[config.mk]
export PLATFORM = sky130hd
export DESIGN_NAME = ssx_exec
export DESIGN_NICKNAME = d
export VERILOG_FILES = /design/src/design/ssx_pkg.sv /design/src/design/ssx_exec.sv
export SDC_FILE = /design/constraint.sdc
export NUM_CORES = 2
export LEC_CHECK = 0
export BUFFER_PORTS_ARGS = -buffer_cell sky130_fd_sc_hd__clkbuf_2
export CAP_MARGIN = 40
export CORE_MARGIN = 4
export CORE_UTILIZATION = 36
export DETAILED_ROUTE_END_ITERATION = 10
export PLACE_DENSITY = 0.65
export REMOVE_ABC_BUFFERS = 1
export SETUP_SLACK_MARGIN = 0.02
export SKIP_CTS_REPAIR_TIMING = 1
export SYNTH_ARGS = -nofsm -noshare
export SYNTH_HDL_FRONTEND = slang
export SYNTH_SLANG_ARGS = --single-unit
[constraint.sdc]
create_clock -name CLK_I -period 5.43 [get_ports CLK_I]
set_clock_uncertainty 0.15 [all_clocks]
set_input_delay 0.543 -clock CLK_I [delete_from_list [all_inputs] [get_ports CLK_I]]
set_output_delay 0.543 -clock CLK_I [all_outputs]
set_load 0.05 [all_outputs]
[src/design/ssx_pkg.sv]
// constants for the subtract / swap / table read execution block
// shared by the execution module and by anything that decodes its bus map
package ssx_pkg;
	localparam int unsigned DATA_W = 16;
	localparam int unsigned PM_W   = 24;
	localparam int unsigned PAGE_W = 8;
	localparam int unsigned NREG   = 16;

	// opcode patterns
	localparam logic [4:0] OPC_RSUB = 5'h02;
	localparam logic [8:0] OPC_TBLH = 9'h175;
	localparam logic [8:0] OPC_SWAP = 9'h1fb;
	localparam logic [9:0] SWAP_ZERO = 10'h000;

	// field positions
	localparam int F_OP5_LO  = 19;
	localparam int F_OP9_LO  = 15;
	localparam int F_BASE_HI = 18;
	localparam int F_BASE_LO = 15;
	localparam int F_BYTE    = 14;
	localparam int F_DMD_HI  = 13;
	localparam int F_DMD_LO  = 11;
	localparam int F_DRG_HI  = 10;
	localparam int F_DRG_LO  = 7;
	localparam int F_SMD_HI  = 6;
	localparam int F_SMD_LO  = 4;
	localparam int F_SRG_HI  = 3;
	localparam int F_SRG_LO  = 0;
	localparam int F_ZERO_HI = 13;
	localparam int F_ZERO_LO = 4;

	// addressing modes
	localparam logic [2:0] MD_DIRECT   = 3'h0;
	localparam logic [2:0] MD_INDIRECT = 3'h1;
	localparam logic [2:0] MD_POST_DEC = 3'h2;
	localparam logic [2:0] MD_POST_INC = 3'h3;
	localparam logic [2:0] MD_PRE_DEC  = 3'h4;
	localparam logic [2:0] MD_PRE_INC  = 3'h5;

	localparam logic [15:0] STEP_BYTE = 16'h0001;
	localparam logic [15:0] STEP_WORD = 16'h0002;

	// flag word bit positions
	localparam int FL_C  = 0;
	localparam int FL_Z  = 1;
	localparam int FL_OV = 2;
	localparam int FL_N  = 3;
	localparam int FL_HC = 8;
	localparam logic [15:0] FLAG_MASK  = 16'h010f;
	localparam logic [15:0] FLAG_RESET = 16'h0000;
	localparam logic [7:0]  PAGE_RESET = 8'h00;

	// bus map
	localparam logic [11:0] A_PAGE  = 12'h000;
	localparam logic [11:0] A_FLAGS = 12'h004;
	localparam logic [11:0] A_STATE = 12'h008;
	localparam logic [11:0] A_WREG  = 12'h040;
	localparam logic [11:0] A_WMASK = 12'hfc0;
	localparam logic [1:0]  HTRANS_NONSEQ = 2'h2;
endpackage : ssx_pkg

[src/design/ssx_exec.sv]
// execution unit for reverse subtract, byte/nibble swap and table read high
// assumes: variable-latency data memory and program memory ports with ready
// handshakes, one AHB-Lite master, instructions offered with a valid/ready pair
//
// Local design decisions: the placing of the registers and the AHB-Lite register port.
`timescale 1ns/1ps
module ssx_exec
	import ssx_pkg::*;
(
	input  wire logic              CLK_I,
	input  wire logic              RESET_N_I,
	input  wire logic              INSTR_VALID_I,
	input  wire logic [PM_W-1:0]   INSTR_I,
	output logic                   INSTR_READY_O,
	output logic                   INSTR_DONE_O,
	output logic [DATA_W-1:0]      DM_ADDR_O,
	output logic                   DM_RE_O,
	output logic                   DM_WE_O,
	output logic [1:0]             DM_BE_O,
	output logic [DATA_W-1:0]      DM_WDATA_O,
	input  wire logic [DATA_W-1:0] DM_RDATA_I,
	input  wire logic              DM_READY_I,
	output logic [PM_W-1:0]        PM_ADDR_O,
	output logic                   PM_RE_O,
	input  wire logic [PM_W-1:0]   PM_RDATA_I,
	input  wire logic              PM_VALID_I,
	input  wire logic              HSEL_I,
	input  wire logic [31:0]       HADDR_I,
	input  wire logic [1:0]        HTRANS_I,
	input  wire logic              HWRITE_I,
	input  wire logic [2:0]        HSIZE_I,
	input  wire logic [31:0]       HWDATA_I,
	input  wire logic              HREADY_I,
	output logic [31:0]            HRDATA_O,
	output logic                   HREADYOUT_O,
	output logic                   HRESP_O
);
	typedef enum logic [1:0] {ST_IDLE, ST_SRC, ST_DST} ssx_state_t;

	function automatic logic [15:0] ea_addr(input logic [2:0] m, input logic [15:0] p,
		input logic b);
		logic [15:0] st;
		st = b ? STEP_BYTE : STEP_WORD;
		unique case (m)
			MD_PRE_INC: ea_addr = p + st;
			MD_PRE_DEC: ea_addr = p - st;
			default:    ea_addr = p;
		endcase
	endfunction : ea_addr

	function automatic logic [15:0] ea_next(input logic [2:0] m, input logic [15:0] p,
		input logic b);
		logic [15:0] st;
		st = b ? STEP_BYTE : STEP_WORD;
		unique case (m)
			MD_PRE_INC, MD_POST_INC: ea_next = p + st;
			MD_PRE_DEC, MD_POST_DEC: ea_next = p - st;
			default:                 ea_next = p;
		endcase
	endfunction : ea_next

	function automatic logic [15:0] sub_flags(input logic [15:0] s, input logic [15:0] b,
		input logic bm);
		logic [8:0]  d8;
		logic [16:0] d16;
		logic [4:0]  dn;
		sub_flags = '0;
		dn  = {1'b0, s[3:0]} - {1'b0, b[3:0]};
		d8  = {1'b0, s[7:0]} - {1'b0, b[7:0]};
		d16 = {1'b0, s} - {1'b0, b};
		if (bm) begin
			sub_flags[FL_HC] = ~dn[4];
			sub_flags[FL_C]  = ~d8[8];
			sub_flags[FL_N]  = d8[7];
			sub_flags[FL_Z]  = (d8[7:0] == 8'h00);
			sub_flags[FL_OV] = (s[7] ^ b[7]) & (s[7] ^ d8[7]);
		end else begin
			sub_flags[FL_HC] = ~d8[8];
			sub_flags[FL_C]  = ~d16[16];
			sub_flags[FL_N]  = d16[15];
			sub_flags[FL_Z]  = (d16[15:0] == 16'h0000);
			sub_flags[FL_OV] = (s[15] ^ b[15]) & (s[15] ^ d16[15]);
		end
	endfunction : sub_flags

	logic [DATA_W-1:0] wreg_q [NREG];
	ssx_state_t        st_q, st_d;
	logic [PAGE_W-1:0] page_q;
	logic [15:0]       flags_q;
	logic              tbl_q, byte_q, done_q;
	logic [2:0]        dmode_q;
	logic [3:0]        dreg_q;
	logic [15:0]       base_q, addr_q, res_q;
	logic              act_q, hwr_q;
	logic [11:0]       haddr_q;

	// instruction fields
	logic [3:0]  f_base, f_dreg, f_sreg;
	logic [2:0]  f_dmd, f_smd;
	logic        f_byte, is_rsub, is_swap, is_tbl;
	assign f_base = INSTR_I[F_BASE_HI:F_BASE_LO];
	assign f_byte = INSTR_I[F_BYTE];
	assign f_dmd  = INSTR_I[F_DMD_HI:F_DMD_LO];
	assign f_dreg = INSTR_I[F_DRG_HI:F_DRG_LO];
	assign f_smd  = INSTR_I[F_SMD_HI:F_SMD_LO];
	assign f_sreg = INSTR_I[F_SRG_HI:F_SRG_LO];
	assign is_rsub = (INSTR_I[PM_W-1:F_OP5_LO] == OPC_RSUB);
	assign is_tbl  = (INSTR_I[PM_W-1:F_OP9_LO] == OPC_TBLH);
	assign is_swap = (INSTR_I[PM_W-1:F_OP9_LO] == OPC_SWAP)
		&& (INSTR_I[F_ZERO_HI:F_ZERO_LO] == SWAP_ZERO);

	logic        bus_wr, take, have_res, fl_we, w_we, done_d, byte_c, dm_byte_rd;
	logic [15:0] res_v, fl_v, w_val, opnd, addr_d, res_d, cur_w_d;
	logic [3:0]  w_idx, cur_dreg;
	logic [2:0]  cur_dmd;
	logic        wait_bus;

	assign bus_wr      = act_q & hwr_q;
	assign wait_bus    = bus_wr & (st_q != ST_IDLE);
	assign INSTR_READY_O = (st_q == ST_IDLE) & ~bus_wr;
	assign take        = INSTR_VALID_I & INSTR_READY_O;
	assign cur_dmd     = (st_q == ST_IDLE) ? f_dmd : dmode_q;
	assign cur_dreg    = (st_q == ST_IDLE) ? f_dreg : dreg_q;
	assign byte_c      = (st_q == ST_IDLE) ? f_byte : byte_q;
	assign cur_w_d     = wreg_q[cur_dreg];
	assign dm_byte_rd  = addr_q[0];

	always_comb begin
		st_d = st_q;
		have_res = 1'b0;
		fl_we = 1'b0;
		w_we = 1'b0;
		w_idx = '0;
		w_val = '0;
		done_d = 1'b0;
		res_v = '0;
		fl_v = '0;
		opnd = '0;
		addr_d = addr_q;
		res_d = res_q;
		unique case (st_q)
			ST_IDLE: begin
				if (take && is_swap) begin
					w_we = 1'b1;
					w_idx = f_sreg;
					if (f_byte)
						w_val = {wreg_q[f_sreg][15:8], wreg_q[f_sreg][3:0],
							wreg_q[f_sreg][7:4]};
					else
						w_val = {wreg_q[f_sreg][7:0], wreg_q[f_sreg][15:8]};
					done_d = 1'b1;
				end else if (take && is_rsub && f_smd == MD_DIRECT) begin
					opnd = wreg_q[f_sreg];
					res_v = opnd - wreg_q[f_base];
					fl_v = sub_flags(opnd, wreg_q[f_base], f_byte);
					fl_we = 1'b1;
					have_res = 1'b1;
				end else if (take && (is_rsub || is_tbl)) begin
					// tbl source is always indirect, direct code acts as indirect
					w_we = 1'b1;
					w_idx = f_sreg;
					w_val = ea_next(f_smd, wreg_q[f_sreg], f_byte);
					addr_d = ea_addr(f_smd, wreg_q[f_sreg], f_byte);
					st_d = ST_SRC;
				end
			end
			ST_SRC: begin
				if (tbl_q && PM_VALID_I) begin
					if (byte_q)
						res_v = addr_q[0] ? 16'h0000 : {8'h00, PM_RDATA_I[23:16]};
					else
						res_v = {8'h00, PM_RDATA_I[23:16]};
					have_res = 1'b1;
				end else if (!tbl_q && DM_READY_I) begin
					if (byte_q)
						opnd = {8'h00, dm_byte_rd ? DM_RDATA_I[15:8] : DM_RDATA_I[7:0]};
					else
						opnd = DM_RDATA_I;
					res_v = opnd - base_q;
					fl_v = sub_flags(opnd, base_q, byte_q);
					fl_we = 1'b1;
					have_res = 1'b1;
				end
			end
			ST_DST: begin
				if (DM_READY_I) begin
					done_d = 1'b1;
					st_d = ST_IDLE;
				end
			end
			default: st_d = ST_IDLE;
		endcase
		if (have_res) begin
			if (cur_dmd == MD_DIRECT) begin
				w_we = 1'b1;
				w_idx = cur_dreg;
				w_val = byte_c ? {cur_w_d[15:8], res_v[7:0]} : res_v;
				done_d = 1'b1;
				st_d = ST_IDLE;
			end else begin
				w_we = 1'b1;
				w_idx = cur_dreg;
				w_val = ea_next(cur_dmd, cur_w_d, byte_c);
				addr_d = ea_addr(cur_dmd, cur_w_d, byte_c);
				res_d = res_v;
				st_d = ST_DST;
			end
		end
	end

	always_ff @(posedge CLK_I or negedge RESET_N_I) begin
		if (!RESET_N_I) begin
			st_q <= ST_IDLE;
			done_q <= 1'b0;
			addr_q <= '0;
			res_q <= '0;
		end else begin
			st_q <= st_d;
			done_q <= done_d;
			addr_q <= addr_d;
			res_q <= res_d;
		end
	end

	// instruction context held across the memory phases
	always_ff @(posedge CLK_I or negedge RESET_N_I) begin
		if (!RESET_N_I) begin
			tbl_q <= 1'b0;
			byte_q <= 1'b0;
			dmode_q <= MD_DIRECT;
			dreg_q <= '0;
			base_q <= '0;
		end else if (take) begin
			tbl_q <= is_tbl;
			byte_q <= f_byte;
			dmode_q <= f_dmd;
			dreg_q <= f_dreg;
			base_q <= wreg_q[f_base];
		end
	end

	// working registers: execution port, else bus writes while idle
	always_ff @(posedge CLK_I or negedge RESET_N_I) begin
		if (!RESET_N_I) begin
			for (int i = 0; i < NREG; i++)
				wreg_q[i] <= '0;
		end else if (w_we) begin
			wreg_q[w_idx] <= w_val;
		end else if (bus_wr && !wait_bus && (haddr_q & A_WMASK) == A_WREG) begin
			wreg_q[haddr_q[5:2]] <= HWDATA_I[15:0];
		end
	end

	always_ff @(posedge CLK_I or negedge RESET_N_I) begin
		if (!RESET_N_I) begin
			flags_q <= FLAG_RESET;
		end else if (fl_we) begin
			flags_q <= (flags_q & ~FLAG_MASK) | (fl_v & FLAG_MASK);
		end else if (bus_wr && !wait_bus && haddr_q == A_FLAGS) begin
			flags_q <= HWDATA_I[15:0] & FLAG_MASK;
		end
	end

	always_ff @(posedge CLK_I or negedge RESET_N_I) begin
		if (!RESET_N_I)
			page_q <= PAGE_RESET;
		else if (bus_wr && !wait_bus && haddr_q == A_PAGE)
			page_q <= HWDATA_I[PAGE_W-1:0];
	end

	// AHB-Lite address phase capture; writes stall while an instruction runs
	always_ff @(posedge CLK_I or negedge RESET_N_I) begin
		if (!RESET_N_I) begin
			act_q <= 1'b0;
			hwr_q <= 1'b0;
			haddr_q <= '0;
		end else if (HREADY_I) begin
			act_q <= HSEL_I & (HTRANS_I == HTRANS_NONSEQ);
			hwr_q <= HWRITE_I;
			haddr_q <= HADDR_I[11:0];
		end
	end

	always_comb begin
		HRDATA_O = '0;
		if (act_q && !hwr_q) begin
			if ((haddr_q & A_WMASK) == A_WREG)
				HRDATA_O = {16'h0000, wreg_q[haddr_q[5:2]]};
			else if (haddr_q == A_PAGE)
				HRDATA_O = {24'h000000, page_q};
			else if (haddr_q == A_FLAGS)
				HRDATA_O = {16'h0000, flags_q};
			else if (haddr_q == A_STATE)
				HRDATA_O = {31'h0, st_q != ST_IDLE};
		end
	end

	assign HREADYOUT_O  = ~wait_bus;
	assign HRESP_O      = 1'b0;
	assign INSTR_DONE_O = done_q;
	assign DM_ADDR_O    = addr_q;
	assign DM_RE_O      = (st_q == ST_SRC) & ~tbl_q;
	assign DM_WE_O      = (st_q == ST_DST);
	assign DM_BE_O      = byte_q ? (addr_q[0] ? 2'h2 : 2'h1) : 2'h3;
	assign DM_WDATA_O   = byte_q ? {res_q[7:0], res_q[7:0]} : res_q;
	assign PM_ADDR_O    = {page_q, addr_q};
	assign PM_RE_O      = (st_q == ST_SRC) & tbl_q;
endmodule : ssx_exec

# After elaboration in Yosys (flattened, before gate mapping)
# Cells that the tools add are included.
[word_totals]
reg_bits = 354
input_bits = 141
out_inout_bits = 97
[classes]
addsub = 12
order_cmp = 7
eq_ne = 22
muxes = 103
bitwise_logic = 35
n_reduce_logical = 36
[op_table]
columns = ["operator", "count"]
rows = [
  ["16-bit 2-to-1 mux", 39],
  ["256-bit bitwise mux", 2],
  ["256-bit 2-to-1 mux", 2],
  ["16-bit binary-select mux with 4-bit select", 4],
  ["16-bit one-hot mux with 2 select lines", 5],
  ["16-bit demux with 4-bit select", 2],
  ["9-bit 2-to-1 mux", 4],
  ["16-bit by 16-bit subtractor with 17-bit output", 2],
  ["16-bit by 2-bit adder with 16-bit output", 2],
  ["16-bit zero test", 2],
  ["4-bit 2-to-1 mux", 8],
  ["16-bit subtractor", 2],
  ["16-bit by 2-bit subtractor with 16-bit output", 2],
  ["5-bit >= comparator (second input constant)", 5],
  ["4-bit NOT with 5-bit output", 5],
  ["8-bit 2-to-1 mux", 3],
  ["2-bit 2-to-1 mux", 10],
  ["9-bit == test (second input constant)", 2],
  ["1-bit 2-to-1 mux", 18],
  ["9-bit one-hot mux with 2 select lines", 1],
  ["8-bit by 8-bit subtractor with 9-bit output", 2],
  ["8-bit zero test", 2],
  ["16-bit by 9-bit bitwise OR with 16-bit output", 1],
  ["1-bit logical AND", 14],
  ["30 further kinds", 76],
]

# Logic depth before layout (Yosys ltp)
[depth]
ltp_word = 17
ltp_mapped = 24

# Worst setup path after synthesis
# Ideal clock, no wire load.
[synth_timing]
path_kind = "input to register"
startpoint = "in INSTR_I[0]"
endpoint = "reg flags_q[1]"
t_arrival_ns = 6.176
required_ns = 5.203
slack_ns = -0.973
cell_stages = 24
n_path_buf = 6
cell_sequence = "buf_6 -> buf_12 -> buf_12 -> buf_8 -> buf_6 -> buf_1 -> mux4_2 -> mux4_2 -> inv_1 -> ha_1 -> inv_1 -> fa_1 -> a211oi_1 -> o21ai_0 -> a2111oi_0 -> o21ai_0 -> a31o_2 -> xor2_1 -> or4_1 -> or4_1 -> nor2_1 -> o21ai_0 -> o31a_1 -> a21oi_1"
[synth_via]
elab_chain_cells = 12
word_cells_on_any_way = 14
classes_between = "add/sub: 2; mux: 8; bitwise: 2; reduce/logical: 2"
[synth_lines]
columns = ["element", "line_no", "text"]
rows = [
  ["start: declaration", "ssx_exec.sv:13", "input wire logic [PM_W-1:0] INSTR_I,"],
  ["4-bit NOT with 5-bit output (implied by the code) *", "ssx_exec.sv:153", "opnd = wreg_q[f_sreg];"],
  ["16-bit binary-select mux with 4-bit select *", "ssx_exec.sv:153", ""],
  ["16-bit 2-to-1 mux (implied by the code) * (2 in series)", "ssx_exec.sv:153", ""],
  ["16-bit by 16-bit subtractor with 17-bit output / 8-bit by 8-bit subtractor with 9-bit output (equally long branches)", "ssx_exec.sv:70, ssx_exec.sv:69", ""],
  ["16-bit zero test / 8-bit zero test (equally long branches)", "ssx_exec.sv:81, ssx_exec.sv:75", ""],
  ["4-bit 2-to-1 mux *", "ssx_exec.sv:71", "if (bm) begin"],
  ["9-bit 2-to-1 mux *", "ssx_exec.sv:152", "end else if (take && is_rsub && f_smd == MD_DIRECT) begin"],
  ["9-bit 2-to-1 mux *", "ssx_exec.sv:143", "if (take && is_swap) begin"],
  ["9-bit one-hot mux with 2 select lines *", "ssx_exec.sv:141", "unique case (st_q)"],
  ["16-bit by 9-bit bitwise OR with 16-bit output *", "ssx_exec.sv:258", "flags_q <= (flags_q & ~FLAG_MASK) | (fl_v & FLAG_MASK);"],
  ["16-bit 2-to-1 mux *", "ssx_exec.sv:257", "end else if (fl_we) begin"],
  ["end signal: assignment", "ssx_exec.sv:258", ""],
  ["end signal: assignment", "ssx_exec.sv:260", "flags_q <= HWDATA_I[15:0] & FLAG_MASK;"],
  ["end: declaration", "ssx_exec.sv:89", "logic [15:0] flags_q;"],
]
# Every way passes the cells marked *; elsewhere a longest branch is shown, timed or not. The select of a mux whose other input is x is not followed.
# A chain may end at the register's enable or synchronous reset.

# Worst setup path after layout
[layout_timing]
startpoint = "reg wreg_q[224] (netlist name)"
endpoint = "reg wreg_q[62] (netlist name)"
[layout_via]
elab_chain_cells = 12
word_cells_on_any_way = 28
classes_between = "add/sub: 5; mux: 23"
[layout_lines]
columns = ["element", "line_no", "text"]
rows = [
  ["start: declaration", "ssx_exec.sv:86", "logic [DATA_W-1:0] wreg_q [NREG];"],
  ["start signal: indexed assignment", "ssx_exec.sv:248", "wreg_q[w_idx] <= w_val;"],
  ["start signal: indexed assignment", "ssx_exec.sv:250", "wreg_q[haddr_q[5:2]] <= HWDATA_I[15:0];"],
  ["16-bit binary-select mux with 4-bit select (on tied branches)", "ssx_exec.sv:153, ssx_exec.sv:162, ssx_exec.sv:154", ""],
  ["16-bit 2-to-1 mux (on tied branches) (2 in series)", "ssx_exec.sv:153, ssx_exec.sv:162, ssx_exec.sv:154", ""],
  ["16-bit by 2-bit subtractor with 16-bit output (tied with other cells)", "ssx_exec.sv:57", "MD_PRE_DEC, MD_POST_DEC: ea_next = p - st;"],
  ["16-bit one-hot mux with 2 select lines / 16-bit 2-to-1 mux (equally long branches)", "ssx_exec.sv:55, ssx_exec.sv:152", ""],
  ["16-bit 2-to-1 mux (on tied branches)", "ssx_exec.sv:158, ssx_exec.sv:143", ""],
  ["16-bit 2-to-1 mux / 16-bit one-hot mux with 2 select lines (equally long branches)", "ssx_exec.sv:152, ssx_exec.sv:141", ""],
  ["16-bit 2-to-1 mux (on tied branches)", "ssx_exec.sv:143, ssx_exec.sv:197", ""],
  ["16-bit 2-to-1 mux (on tied branches)", "ssx_exec.sv:141, ssx_exec.sv:194", ""],
  ["16-bit 2-to-1 mux *", "ssx_exec.sv:193", "if (have_res) begin"],
  ["256-bit bitwise mux *", "ssx_exec.sv:248", ""],
  ["256-bit 2-to-1 mux *", "ssx_exec.sv:247", "end else if (w_we) begin"],
]
# Marked as above.

==> impl_metrics.yaml <==
sta:
  period_needed_ns: 5.216
  slew_viol_final: 0
  tightest_slew_ns: 0.9766
  setup_viol: 0
  fin_crit_sh: 0.9606
  fin_tns_setup_ns: 0
  rsz0062_at_grt: "false"
  finalHoldWorstSlack_ns: 0.03410
  slew_headroom: 0.3361
  fmax_ghz: 0.1917
  hold_viol: 0
  setup_ws_ns: 0.2138
route:
  wl_per_cell_um: 32.06
  dr.pass1.iters: 7
  wl_um: 136000
  dr_total_vias: 29170
  viasPerCell: 6.876
  initialDrtViolationCount: 4885
  route.detailed.drc: 0
  final_antenna_net_count: 0
worst_setup_path:
  end_kind: "flip-flop"
  crit_path_cell_trace: "mux4_2, mux4_2, inv_1, ha_1, inv_1, fa_1, a211oi_1, o21ai_1, a2111oi_1, o21ai_0, a31o_2, a31oi_1, xnor2_1, a211oi_1, buf_4, a311oi_4, buf_12, a222oi_1, inv_1"
  cp.required_ns: 5.77
  critPathSlowestCell: "mux4_2"
  startpoint_type: "flip-flop"
  cp_data_arrival_time_ns: 5.55
  critical_path.max_fanout: 14
  cp_common_cell: "inv_1"
  crit_path_max_incr_delay_ns: 0.52
  critPathKind: "flip-flop to flip-flop"
grt:
  antenna_found_initial: 5
  overflow: 0
  grt_max_degree: 155
  grt_pass1_wl_um: 194000
  track_usage: 0.3186
  grt_pass1_vias: 27360
yosys:
  async_flop_share: 1.000
  synth_top_cell_area_share: 0.3036
  yosys.cell_types.count: 93
  yosysTopAreaCell: "dfrtp_1"
  syn_avg_cell_area_sq_um: 9.662
  synth_edf_count: 0
  synth_cells: 2926
  ys_warn_count: 0
  netlist_area_sq_um: 28270
  ys.flop_type: "dfrtp_1"
  yosysSeqAreaShare: 0.3036
  synth.area.top_cells: "dfrtp_1 (30%), mux4_2 (17%), o21ai_0 (6.3%)"
  yosys_register_bits: 343
floorplanning:
  die_h_um: 288.2
  initial_core_util: 0.3643
  dieArea_sq_um: 83070
  die_w_um: 288.2
  core_sq_um: 77590
  pin_count: 238
  num_rows: 102
layout:
  final_common_cell: "o21ai_0"
  drive_above_1_share: 0.2850
  fillers: 7618
  stdcell_count: 4243
  post-route-cell-area_sq_um: 33460
  regArea_sq_um: 8591
  nets: 3356
  multi_input_area_sq_um: 18180
  syn_to_final_growth_pct: 18.35
  final_cell_mix: "o21ai_0 (354), dfrtp_1 (341), buf_4 (317)"
clock_network:
  cts_buffer_depth: 3
  clkLatencyLatePin_ns: 0.62
  cts_made_buffers: 42
  clkSinkCount: 343
  cts_tree: "built"
  clkTransAtPathRegs_ns: 0.06
  htree_levels: 2
  ctsRootBufferMaster: "clkbuf_16"
placed_design:
  placed_cell_area_sq_um: 31960
  dp_hpwl_um: 98260
  numPortBuffers: 165
  place.gp.congestion: 1.014
  dp.cells: 4163
  place_ws_ns: -0.3158
flow_run:
  maxCapViolations: 0
power:
  ir_drop_mv: 0.2731
  leakage_uw: 0.01366
  power_density_nw_per_um2: 443.9
min_path:
  hold_path.class: "primary input to flip-flop"
status:
  outcome: "finished, final reports clean"
worst max-delay path, delay by kind of cell, from the launching register on:
kind | cells | cell delay [ns]
compound gates | 9 | 2.14
flops | 1 | 0.43
fa+ha+maj | 2 | 0.62
xor+xnor | 1 | 0.13
mux | 2 | 0.98
buf+inv | 5 | 0.64
stage by stage:
stage	power, uW	utilization
after floorplan	8078	-
after global placement	11390	0.4112
after detailed placement	11470	0.4119
after CTS	14550	0.4307
after global routing	15390	0.4311
final	14850	0.4312
metal layers:
layer / vias up / track usage / wire (um)
met3: 608 / 0.1397 / 21450
met5: - / 0 / 23
li1: 11770 / - / -
met2: 2511 / 0.4575 / 55740
met4: 4 / 0.1926 / 10660
met1: 14280 / 0.3947 / 48170
cell families after synthesis:
logic type      after synthesis  share of synthesized area
compound gates             1019                     0.2300
simple gates                640                     0.1083
mux                         409                     0.2481
buf+inv                     390                    0.06351
flops                       343                     0.3036
xor+xnor                     77                    0.02386
fa+ha+maj                    47                    0.02240
other cells                   1                  0.0001327
synthesized netlist by cell type (41+ instances only):
cell type and number:
nor2_1 121, clkbuf_1 194, inv_1 67, a22oi_1 237, ha_1 41, mux2_2 54, mux2i_1 131, nand3_1 82
nand2_1 243, dfrtp_1 343, o21ai_0 356, buf_4 56, a21oi_1 131, o22ai_1 45, mux4_2 210
worst paths after layout:
check / start / endpoint / slack (ns) / depth (start not counted)
max: wreg_q[224] / wreg_q[62] / 0.21 / 19
min: HADDR_I[6] / haddr_q[6] / 0.03 / 2
max reg2reg: wreg_q[224] / wreg_q[62] / 0.21 / 19
min reg2reg: res_q[12] / res_q[12] / 0.33 / 2
max in group asynchronous: RESET_N_I / wreg_q[76] / 3.48 / 3
min in group asynchronous: RESET_N_I / res_q[13] / 0.32 / 2
power breakdown:
group          switching [uW]  total (uW)  internal (uW)
Sequential                556        3520           2970
Clock                    1300        3070           1760
Combinational            5140        8260           3120
layout make-up:
class | count | area share
multi-input cells | 2209 | 0.5434
flip-flops and latches | 343 | 0.2568
repair buffers | 504 | 0.1095
well taps | 1040 | 0.03889
clock buffers | 57 | 0.03609
inverters | 68 | 0.007629
clock inverters | 19 | 0.007554
diodes | 3 | 0.0002244
sequential cells by signal (all words and copies together) (netlist names), 2 cells and up:
| signal | count |
|---|---|
| base_q | 16 |
| wreg_q | 256 |
| res_q | 16 |
| page_q | 8 |
| haddr_q | 12 |
| DM_ADDR_O | 16 |
| dreg_q | 4 |
| dmode_q | 3 |
| flags_q | 5 |
| st_q | 2 |
(Power assumes the default switching activity.)
